--- config.mk ---
export PLATFORM = sky130hd
export DESIGN_NAME = mdsre_diag
export DESIGN_NICKNAME = d
export VERILOG_FILES = /design/src/shared/mdsre_pkg.sv /design/src/rtl/mdsre_diag.sv
export VERILOG_INCLUDE_DIRS = /design/src /design/src/shared
export SDC_FILE = /design/constraint.sdc
export NUM_CORES = 1
export LEC_CHECK = 0
export BUFFER_PORTS_ARGS = -buffer_cell sky130_fd_sc_hd__buf_2
export CAP_MARGIN = 20
export CORE_MARGIN = 2
export CORE_UTILIZATION = 52
export DETAILED_ROUTE_END_ITERATION = 8
export PLACE_DENSITY = 0.95
export SLEW_MARGIN = 30
export SYNTH_ARGS = -nofsm -noshare
export SYNTH_HDL_FRONTEND = slang
export SYNTH_SLANG_ARGS = --single-unit
export TNS_END_PERCENT = 20
--- constraint.sdc ---
create_clock -name core_clk -period 4.65 [get_ports core_clk]
set_clock_uncertainty 0.15 [all_clocks]
set_input_delay 0.465 -clock core_clk [delete_from_list [all_inputs] [get_ports core_clk]]
set_output_delay 0.465 -clock core_clk [all_outputs]
set_load 0.01 [all_outputs]
--- src/shared/mdsre_consts.svh ---
// Bit positions, codes and reset values of the diagnostic-cycle handler
`ifndef MDSRE_CONSTS_SVH
`define MDSRE_CONSTS_SVH

// Word bit n counts from the left: bit 00 is the msb of a 36-bit word
`define MDSRE_WORD_W        36
`define MDSRE_POS(n)        (35 - (n))

// Function codes
`define MDSRE_FN_STEP_REF   4'h4
`define MDSRE_FN_STEP_DRV   4'h5
`define MDSRE_FN_ECC        4'h6

// Step and refresh function
`define MDSRE_B_LOOPBACK    5
`define MDSRE_B_PHASE_A     9
`define MDSRE_B_PHASE_B     10
`define MDSRE_B_DATA_VALID  11
`define MDSRE_B_IMMEDIATE_REFRESH_TRIGGER 12
`define MDSRE_B_CLOCK_RUN   14
`define MDSRE_B_SINGLE_STEP 15
`define MDSRE_B_REF_START   20
`define MDSRE_B_REF_ENABLE  21
`define MDSRE_B_REF_LOAD    22
`define MDSRE_F_REF_IVL_LO  24
`define MDSRE_F_REF_IVL_HI  30
`define MDSRE_S_REF_IVL_LO  23

// Single-step drive function
`define MDSRE_F_DRIVE_LO    6
`define MDSRE_F_DRIVE_HI    13
`define MDSRE_B_REQ_HOLD    15
`define MDSRE_F_RSP_ADR_LO  20
`define MDSRE_F_RSP_ADR_HI  27
`define MDSRE_F_QWORD_LO    29
`define MDSRE_F_QWORD_HI    30
`define MDSRE_F_STROBE_LO   24
`define MDSRE_F_STROBE_HI   27

// ECC test function
`define MDSRE_F_DDATA_LO    7
`define MDSRE_F_DDATA_HI    14
`define MDSRE_B_READ_BACK   15
`define MDSRE_F_SUBFN_LO    25
`define MDSRE_F_SUBFN_HI    27

// Reset values
`define MDSRE_RST_REF_IVL   8'h00
`define MDSRE_RST_ECC_CPL   7'h00

`endif

--- src/shared/mdsre_pkg.sv ---
// Types of the diagnostic-cycle handler
package mdsre_pkg;

   typedef enum logic [2:0] {
      MDSRE_SUB_READ_ECC,
      MDSRE_SUB_READ_SYNDROME,
      MDSRE_SUB_CORRECT_PASS,
      MDSRE_SUB_UNUSED,
      MDSRE_SUB_WRITE_CPL,
      MDSRE_SUB_SEND_CPL,
      MDSRE_SUB_READ_MIXER,
      MDSRE_SUB_ARM_MIXER
   } mdsre_subfn_t;

   typedef enum logic [1:0] {
      MDSRE_IDLE,
      MDSRE_ANSWER
   } mdsre_state_t;

endpackage : mdsre_pkg

--- src/rtl/mdsre_diag.sv ---
// Diagnostic-cycle handler: step/refresh, single-step drive and ECC test
`timescale 1ns/1ps
`include "mdsre_consts.svh"

module mdsre_diag
   import mdsre_pkg::*;
#(
   parameter int WORD_W = `MDSRE_WORD_W
) (
   // Clock and reset
   input  wire logic              core_clk,
   input  wire logic              rst_b,
   // Diagnostic cycle from the bus side
   input  wire logic              diag_first_half,
   input  wire logic [3:0]        diag_function,
   input  wire logic [WORD_W-1:0] diag_control,
   output logic                   diag_status_valid,
   output logic [WORD_W-1:0]      diag_status,
   // Step and refresh controls
   output logic                   port_loopback,
   output logic                   simulated_phase_a_clock,
   output logic                   simulated_phase_b_clock,
   output logic                   port_data_valid_in,
   output logic                   immediate_refresh_trigger_b,
   output logic                   gated_clock_run,
   output logic                   single_step_mode,
   output logic                   refresh_enable,
   output logic [7:0]             refresh_interval,
   // Single-step drive
   output logic                   diag_start_a,
   output logic                   diag_start_b,
   output logic [3:0]             port_requests,
   output logic                   port_read_request,
   output logic                   port_write_request,
   output logic                   test_cycle_request_hold,
   output logic [7:0]             response_ram_address,
   output logic [1:0]             quadword_select,
   input  wire logic [3:0]        row_strobe_outputs,
   // ECC datapath
   output logic [6:0]             check_bit_lines,
   output logic                   check_bit_force,
   output logic                   data_force_zero,
   output logic                   check_bit_substitute,
   input  wire logic [7:0]        ecc_register,
   input  wire logic [7:0]        syndrome_buffer,
   input  wire logic [35:0]       corrected_data,
   input  wire logic [6:0]        check_mixer,
   input  wire logic              memory_write_cycle,
   input  wire logic [3:0]        column_strobe_outputs
);

   // Strobe inputs come from the array timing logic on other clocks
   logic [3:0]  row_sync_a_reg;
   logic [3:0]  row_sync_reg;
   logic [3:0]  col_sync_a_reg;
   logic [3:0]  col_sync_reg;

   logic [WORD_W-1:0] ctl_reg;
   logic [3:0]        fn_reg;
   mdsre_state_t      state_reg;
   logic [6:0]        ecc_cpl_reg;
   logic              send_cpl_reg;
   logic              arm_mixer_reg;
   logic [6:0]        mixer_latch_reg;
   logic [WORD_W-1:0] status_next;
   logic              take_step_ref;
   logic              take_drive;
   logic              take_ecc;
   mdsre_subfn_t      subfn;

   function automatic logic cbit(input logic [WORD_W-1:0] w, input int n);
      cbit = w[35 - n];
   endfunction : cbit

   assign take_step_ref = diag_first_half && diag_function == `MDSRE_FN_STEP_REF;
   assign take_drive    = diag_first_half && diag_function == `MDSRE_FN_STEP_DRV;
   assign take_ecc      = diag_first_half && diag_function == `MDSRE_FN_ECC;
   assign subfn         = mdsre_subfn_t'(diag_control[`MDSRE_POS(`MDSRE_F_SUBFN_LO):
                                                     `MDSRE_POS(`MDSRE_F_SUBFN_HI)]);

   always_ff @(posedge core_clk or negedge rst_b) begin
      if (!rst_b) begin
         row_sync_a_reg <= 4'h0;
         row_sync_reg   <= 4'h0;
         col_sync_a_reg <= 4'h0;
         col_sync_reg   <= 4'h0;
      end else begin
         row_sync_a_reg <= row_strobe_outputs;
         row_sync_reg   <= row_sync_a_reg;
         col_sync_a_reg <= column_strobe_outputs;
         col_sync_reg   <= col_sync_a_reg;
      end
   end

   // Cycle sequencing: status answers two cycles after the control half, in the cycle after the answer half
   always_ff @(posedge core_clk or negedge rst_b) begin
      if (!rst_b) begin
         state_reg <= MDSRE_IDLE;
         ctl_reg   <= '0;
         fn_reg    <= 4'h0;
      end else begin
         case (state_reg)
            MDSRE_IDLE: begin
               if (diag_first_half) begin
                  state_reg <= MDSRE_ANSWER;
                  ctl_reg   <= diag_control;
                  fn_reg    <= diag_function;
               end
            end
            default: begin
               if (diag_first_half) begin
                  ctl_reg <= diag_control;
                  fn_reg  <= diag_function;
               end else begin
                  state_reg <= MDSRE_IDLE;
               end
            end
         endcase
      end
   end

   // Step and refresh controls hold until the next function 4
   always_ff @(posedge core_clk or negedge rst_b) begin
      if (!rst_b) begin
         port_loopback           <= 1'b0;
         simulated_phase_a_clock <= 1'b0;
         simulated_phase_b_clock <= 1'b0;
         port_data_valid_in      <= 1'b0;
         gated_clock_run         <= 1'b0;
         single_step_mode        <= 1'b0;
         refresh_enable          <= 1'b0;
         refresh_interval        <= `MDSRE_RST_REF_IVL;
      end else if (take_step_ref) begin
         port_loopback           <= cbit(diag_control, `MDSRE_B_LOOPBACK);
         simulated_phase_a_clock <= cbit(diag_control, `MDSRE_B_PHASE_A);
         simulated_phase_b_clock <= cbit(diag_control, `MDSRE_B_PHASE_B);
         port_data_valid_in      <= cbit(diag_control, `MDSRE_B_DATA_VALID);
         gated_clock_run         <= cbit(diag_control, `MDSRE_B_CLOCK_RUN);
         single_step_mode        <= cbit(diag_control, `MDSRE_B_SINGLE_STEP);
         refresh_enable          <= cbit(diag_control, `MDSRE_B_REF_ENABLE);
         if (cbit(diag_control, `MDSRE_B_REF_LOAD)) begin
            // 7-bit field lands in the low bits; latch msb reads zero
            refresh_interval <= {1'b0, diag_control[`MDSRE_POS(`MDSRE_F_REF_IVL_LO):
                                                    `MDSRE_POS(`MDSRE_F_REF_IVL_HI)]};
         end
      end
   end

   // Refresh trigger and drive strobes are one-cycle pulses
   always_ff @(posedge core_clk or negedge rst_b) begin
      if (!rst_b) begin
         immediate_refresh_trigger_b <= 1'b1;
         diag_start_a                <= 1'b0;
         diag_start_b                <= 1'b0;
         port_requests               <= 4'h0;
         port_read_request           <= 1'b0;
         port_write_request          <= 1'b0;
      end else begin
         immediate_refresh_trigger_b <= !(take_step_ref &&
                                          (cbit(diag_control, `MDSRE_B_REF_START) ||
                                           cbit(diag_control, `MDSRE_B_IMMEDIATE_REFRESH_TRIGGER)));
         diag_start_a       <= take_drive && cbit(diag_control, 6);
         diag_start_b       <= take_drive && cbit(diag_control, 7);
         port_requests      <= take_drive ? diag_control[27:24] : 4'h0;
         port_read_request  <= take_drive && cbit(diag_control, 12);
         port_write_request <= take_drive && cbit(diag_control, 13);
      end
   end

   // Addressing and the hold level keep their value across steps
   always_ff @(posedge core_clk or negedge rst_b) begin
      if (!rst_b) begin
         test_cycle_request_hold <= 1'b0;
         response_ram_address    <= 8'h00;
         quadword_select         <= 2'h0;
      end else if (take_drive) begin
         test_cycle_request_hold <= cbit(diag_control, `MDSRE_B_REQ_HOLD);
         response_ram_address    <= diag_control[`MDSRE_POS(`MDSRE_F_RSP_ADR_LO):
                                                 `MDSRE_POS(`MDSRE_F_RSP_ADR_HI)];
         quadword_select         <= diag_control[`MDSRE_POS(`MDSRE_F_QWORD_LO):
                                                 `MDSRE_POS(`MDSRE_F_QWORD_HI)];
      end
   end

   // ECC test controls
   always_ff @(posedge core_clk or negedge rst_b) begin
      if (!rst_b) begin
         check_bit_lines <= 7'h00;
         check_bit_force <= 1'b0;
         data_force_zero <= 1'b0;
         ecc_cpl_reg     <= `MDSRE_RST_ECC_CPL;
      end else if (take_ecc) begin
         // Data field bits 07-13 are weights 64..1, bit 14 parity
         check_bit_lines <= diag_control[`MDSRE_POS(`MDSRE_F_DDATA_LO):
                                         `MDSRE_POS(13)];
         check_bit_force <= subfn == MDSRE_SUB_CORRECT_PASS;
         data_force_zero <= subfn == MDSRE_SUB_CORRECT_PASS;
         if (subfn == MDSRE_SUB_WRITE_CPL || subfn == MDSRE_SUB_SEND_CPL) begin
            ecc_cpl_reg <= diag_control[`MDSRE_POS(`MDSRE_F_DDATA_LO):
                                        `MDSRE_POS(13)];
         end
      end else if (!diag_first_half && state_reg == MDSRE_ANSWER) begin
         check_bit_force <= 1'b0;
         data_force_zero <= 1'b0;
      end
   end

   // Complement substitution lasts for exactly one memory write
   always_ff @(posedge core_clk or negedge rst_b) begin
      if (!rst_b) begin
         send_cpl_reg    <= 1'b0;
         arm_mixer_reg   <= 1'b0;
         mixer_latch_reg <= 7'h00;
      end else begin
         if (take_ecc && subfn == MDSRE_SUB_SEND_CPL) begin
            send_cpl_reg <= 1'b1;
         end else if (memory_write_cycle) begin
            send_cpl_reg <= 1'b0;
         end
         if (take_ecc && subfn == MDSRE_SUB_ARM_MIXER) begin
            arm_mixer_reg <= 1'b1;
         end else if (memory_write_cycle && arm_mixer_reg) begin
            arm_mixer_reg   <= 1'b0;
            mixer_latch_reg <= check_mixer;
         end
      end
   end

   assign check_bit_substitute = send_cpl_reg;

   // Status word for the answer half; unlisted positions stay zero
   always_comb begin
      status_next = '0;
      if (fn_reg == `MDSRE_FN_STEP_REF) begin
         status_next[`MDSRE_POS(`MDSRE_B_PHASE_A)]     = simulated_phase_a_clock;
         status_next[`MDSRE_POS(`MDSRE_B_PHASE_B)]     = simulated_phase_b_clock;
         status_next[`MDSRE_POS(`MDSRE_B_SINGLE_STEP)] = single_step_mode;
         status_next[`MDSRE_POS(`MDSRE_B_REF_ENABLE)]  = refresh_enable;
         status_next[`MDSRE_POS(`MDSRE_S_REF_IVL_LO):
                     `MDSRE_POS(`MDSRE_F_REF_IVL_HI)]  = refresh_interval;
      end else if (fn_reg == `MDSRE_FN_STEP_DRV) begin
         status_next[`MDSRE_POS(`MDSRE_F_STROBE_LO):
                     `MDSRE_POS(`MDSRE_F_STROBE_HI)]   = row_sync_reg;
      end else if (fn_reg == `MDSRE_FN_ECC) begin
         status_next[`MDSRE_POS(`MDSRE_F_STROBE_LO):
                     `MDSRE_POS(`MDSRE_F_STROBE_HI)]   = col_sync_reg;
         case (mdsre_subfn_t'(ctl_reg[10:8]))
            MDSRE_SUB_READ_ECC:      status_next[28:21] = ecc_register;
            MDSRE_SUB_READ_SYNDROME: status_next[28:21] = syndrome_buffer;
            MDSRE_SUB_CORRECT_PASS:  status_next[35:0]  = corrected_data;
            MDSRE_SUB_WRITE_CPL: begin
               if (cbit(ctl_reg, `MDSRE_B_READ_BACK)) begin
                  status_next[28:22] = ecc_cpl_reg;
               end
            end
            MDSRE_SUB_READ_MIXER:    status_next[28:22] = check_mixer;
            MDSRE_SUB_ARM_MIXER:     status_next[28:22] = mixer_latch_reg;
            default:                 status_next[28:21] = 8'h00;
         endcase
      end
   end

   always_ff @(posedge core_clk or negedge rst_b) begin
      if (!rst_b) begin
         diag_status       <= '0;
         diag_status_valid <= 1'b0;
      end else begin
         diag_status_valid <= state_reg == MDSRE_ANSWER && !diag_first_half;
         diag_status       <= (state_reg == MDSRE_ANSWER && !diag_first_half)
                              ? status_next : '0;
      end
   end

endmodule : mdsre_diag

Yosys cells after proc, flatten, opt, wreduce, memory -nomap -nowiden --
Index checks and enable logic that the tools add are counted.
Word-level totals: bits in registers 138, bits of input ports 111, output and inout port bits 82, word-level logic and storage cells 105
Cells by class: equal/unequal tests 18, muxes and demuxes 29, bitwise operators 1, reductions and logical operators 25
Operators with widths (count):
- $mux W36 | 2
- $pmux W7 S6 | 1
- $eq A4 B3 Y1 const B | 6
- $mux W24 | 1
- $mux W21 | 1
- $eq A3 B3 Y1 const B | 6
- $mux W8 | 2
- $mux W7 | 2
- $logic_and A1 B1 Y1 | 12
- $mux W4 | 3
- $mux W5 | 2
- $mux W1 | 9
- $mux W9 | 1
- $mux W2 | 4
- $reduce_and A2 Y1 | 4
- $eq A3 B2 Y1 const B | 2
- $reduce_bool A2 Y1 | 3
- $eq A3 B1 Y1 const B | 1
- $logic_not A3 Y1 | 1
- $pmux W1 S3 | 1
- $eq A2 B1 Y1 const B | 1
- $logic_not A1 Y1 | 2
- $logic_not A2 Y1 | 1
- $logic_or A1 B1 Y1 | 2
- other kinds (3) | 3

Logic depth before layout (Yosys ltp) --
depth in word-level cells 6, gate-level depth with buffers 7, mapped depth without buffers 5

Least setup slack after synthesis --
Ideal clock, no wire load.
path kind input-to-reg, from input diag_first_half, to register response_ram_address[7], arrival time 1.593 ns, data required time 4.375 ns, path slack 2.782 ns, cell stages on the path 7, buffers on the path 4, cell sequence buf_6 and3b_1 buf_6 and3b_1 buf_6 buf_6 mux2_4
Between the ends: longest elaborated chain between the ends 1
RTL lines:
- start, declared | line mdsre_diag.sv:14 | input wire logic diag_first_half,
- $logic_and A1 B1 Y1 (no line)
- end signal, assigned | line mdsre_diag.sv:178 | response_ram_address <= diag_control[`MDSRE_POS(`MDSRE_F_RSP_ADR_LO):
- end, declared | line mdsre_diag.sv:36 | output logic [7:0] response_ram_address,
Every way passes these cells. A chain may end at the register's enable or synchronous reset.

Final worst setup path --
from register ctl_reg[9], to register diag_status[7]
Between the ends: longest elaborated chain between the ends 6
RTL lines:
- start, declared | line mdsre_diag.sv:58 | logic [WORD_W-1:0] ctl_reg;
- start signal, assigned | line mdsre_diag.sv:106 | ctl_reg <= diag_control;
- start signal, assigned | line mdsre_diag.sv:112 | ctl_reg <= diag_control;
- $eq A3 B2 Y1 | line mdsre_diag.sv:247 | case (mdsre_subfn_t'(ctl_reg[10:8]))
- $mux W21 | line mdsre_diag.sv:247
- $mux W36 | line mdsre_diag.sv:244 | end else if (fn_reg == `MDSRE_FN_ECC) begin
- $mux W8 | line mdsre_diag.sv:241 | end else if (fn_reg == `MDSRE_FN_STEP_DRV) begin
- $mux W8 | line mdsre_diag.sv:234 | if (fn_reg == `MDSRE_FN_STEP_REF) begin
- $mux W36 | line mdsre_diag.sv:270 | ? status_next : '0;
- end signal, assigned | line mdsre_diag.sv:269 | diag_status <= (state_reg == MDSRE_ANSWER && !diag_first_half)
- end, declared | line mdsre_diag.sv:18 | output logic [WORD_W-1:0] diag_status,
Every way passes these cells.

==> key figures <==
Outcome
  – Run status: finished clean

Clocking
  – Total CTS buffers: 17
  – Clk pin slew, worst setup/hold paths: roughly 0.06 ns
  – Root Driver: clkbuf_8
  – CTS sink cnt: 120
  – H-tree levels: 4
  – Post-CTS Setup Repair Bufs: 0
  – Maximum buffer depth of the clock tree: 2
  – CTS tree: done
  – Clk Latency, worst-skew pair: 0.50 ns

Placement
  – Post-DP Area: 0.00570 mm²
  – Routability cong.: 0.872
  – Pre-CTS setup slack: 2.11 ns
  – HPWL after DPL: 8.58 mm
  – Placed insts: 611
  – IO Port Bufs: 177

Cells and area
  – Antenna cells: 0
  – Max reg flops: 36
  – Design Area, Final: 0.00643 mm²
  – Biggest register: diag_status
  – Biggest regs: diag_status (36), response_ram_address (8)
  – Final Net Count: 645
  – Final-layout fill cell count: 578
  – Layout cell share with drive strength beyond 1: between 40% and 50%
  – Post-Layout Cell Count: 654
  – Core Util, Final: roughly 73%
  – Area grow syn2layout: 34.5%

Timing
  – Max Slew Vio Count: 0
  – Slew headroom: 42.4%
  – Final setup viols: 0
  – Hold WS: 0.0211 ns
  – Tcrit/Tclk final: 49.9%
  – Fin Setup TNS: 0 ns
  – Minimum clock period: 2.32 ns
  – Final Worst Setup Slack: roughly 2.3 ns
  – Fmax: 431 MHz
  – Fin. Hold Viols: 0
  – RSZ-0062 raised after global routing: no
  – Actual slew at the worst max-slew pin: 0.864 ns

Logic synthesis
  – Mapped Cells: 344
  – Synth top cells by count: dfrtp_1, mux2_2, and2_1
  – Yosys reg bits: 120
  – Synth area leaders: dfrtp_1, mux2_2, and2_1, mux2i_1, nor2b_1
  – Async set-reset flop share out of synthesis: 100%
  – Post-synth net total: around 460
  – Dominant cell type by area after synthesis: dfrtp_1
  – Syn Area/Cell: 13.9 µm²
  – Synth top area share: just over 60%
  – Top-count cell post-synth: dfrtp_1
  – Yosys cell types: 50
  – Seq/Total Area, Yosys: 62.8%
  – Cell Area, Synth: 0.00478 mm²
  – Synth warnings: 0
  – Post-synth EDFFs: 0
  – Dominant synthesized flop cell: dfrtp_1

Die
  – Die Area: 0.00998 mm²
  – Row count: 34
  – Core region area: 0.00881 mm²
  – Initial Utilization: 54.3%
  – Width of the die: about 100 µm
  – Ports: 193
  – Die H: ~100 µm

Power and ir drop
  – Max rail drop VDD: 310 µV
  – PD cells: 466 mW/mm²
  – Total power: 2.99 mW
  – Leak: 3.35 nW

Global route
  – Vias in the first global route: 3770
  – Wire length of the first global-routing pass: around 19 mm
  – Total track usage: 25.5%
  – Total grt overflow: 0
  – Largest net degree at the start of global routing: between 90 and 100
  – Initial antenna violation count: 0

Routing
  – 1st-iter DRT viols: around 190
  – DRC errors left: 0
  – Drt total wl: approximately 12 mm
  – Final antenna-violating net count: 0
  – Drt via density: 5.40
  – Via count: approximately 3500
  – Drt first pass iters: 4
  – Routed len/inst: 18.9 µm

Worst setup path
  – CP arrival: about 2.6 ns
  – CP Class: reg2reg
  – Worst-case reg-to-reg path depth: 4
  – CP Launch Type: flop
  – CP required: slightly below 5 ns
  – CP Max Fanout: 25
  – Crit end category: flop

Worst hold path
  – Hold Path Stages: 2
  – Hold crit path type: in2reg

Run
  – Max cap viols: 0
-- placed cells by master (no fill, tap or decap), types with 2 or more instances in the layout --
cell type	Yosys	layout
and3b_1	6	6
nor3b_1	3	3
o21ai_0	5	5
nor2b_1	15	15
nand2_1	8	8
nor2_1	7	7
dfrtp_1	119	119
o211a_1	4	4
dlygate4sd3_1	0	11
a21oi_1	2	2
o32ai_1	2	2
clkinv_2	0	4
nand3_1	2	2
a22o_1	2	2
nand2b_1	4	4
a32oi_1	2	2
bufinv_16	0	5
a31oi_1	3	3
mux2_2	53	53
and2_1	28	28
and3_1	2	2
a22oi_1	8	8
o21a_1	3	3
clkbuf_1	4	2
clkinv_4	0	2
mux2_4	2	2
mux2i_1	12	12
inv_1	3	3
clkinvlp_4	0	2
buf_2	8	176
clkbuf_16	0	16
nor3_1	3	3
nand4bb_1	2	2
o22ai_1	6	6
-- layout make-up --
cell class / count / area (µm²) / area share (%)
timing repair buffer: 189 / 1010 / 15.7
clock buffer: 19 / 422 / 6.56
multi-input combinational: 202 / 1650 / 25.6
sequential: 120 / 3000 / 46.7
tap: 108 / 135 / 2.10
inverter: 3 / 11.3 / 0.175
clock inverter: 13 / 203 / 3.15
-- repair_timing --
| action | 4_1_cts | 5_1_grt |
|---|---|---|
| endpoints found under the hold margin | 98 | 0 |
| gates resized for setup | 0 | 0 |
| hold buffers | 11 | 0 |
-- kinds of logic after synthesis --
group / Yosys count / share of synthesized area (%)
flip-flops: 120 / 62.8
buffers and inverters: 22 / 2.72
multiplexers: 67 / 15.6
other: 1 / 0.0784
XOR/XNOR: 1 / 0.183
adder cells (fa/ha/maj): 1 / 0.262
AND/OR/NAND/NOR: 89 / 11.7
AO/OA/AOI/OAI: 43 / 6.62
-- layer usage --
layer  up-vias  routed length, µm  track usage (%)
met4         0                245             8.85
met1      1763               4920             30.9
li1       1598                  -                -
met3        22                799             7.80
met2       149               6400             43.6
met5         -                  0                0
-- critical path, cell delays in order (launching register included) --
cell,delay [ns]
dfrtp_1,0.85
or3b_1,0.60
nor2_2,0.32
a22oi_1,0.15
nor2b_1,0.17
-- power by group --
part           internal [mW]  switching, mW  total, mW
Combinational          0.199          0.184      0.382
Sequential              1.15         0.0895       1.24
Clock                  0.921          0.450       1.37
Total                   2.27          0.723       2.99
-- final timing paths --
kind	end	slack, ns	start
hold reg to reg	col_sync_reg[2]$_DFF_PN0_	0.20	col_sync_a_reg[2]$_DFF_PN0_
setup / recovery	diag_status[7]$_DFF_PN0_	2.33	ctl_reg[9]$_DFFE_PN0P_
max in group asynchronous	simulated_phase_b_clock$_DFFE_PN0P_	2.98	rst_b
setup reg to reg	diag_status[7]$_DFF_PN0_	2.33	ctl_reg[9]$_DFFE_PN0P_
min in group asynchronous	col_sync_a_reg[3]$_DFF_PN0_	0.44	rst_b
hold / removal	diag_start_a$_DFF_PN0_	0.02	diag_control[29]
No activity file was read; power rests on OpenSTA's default activity.
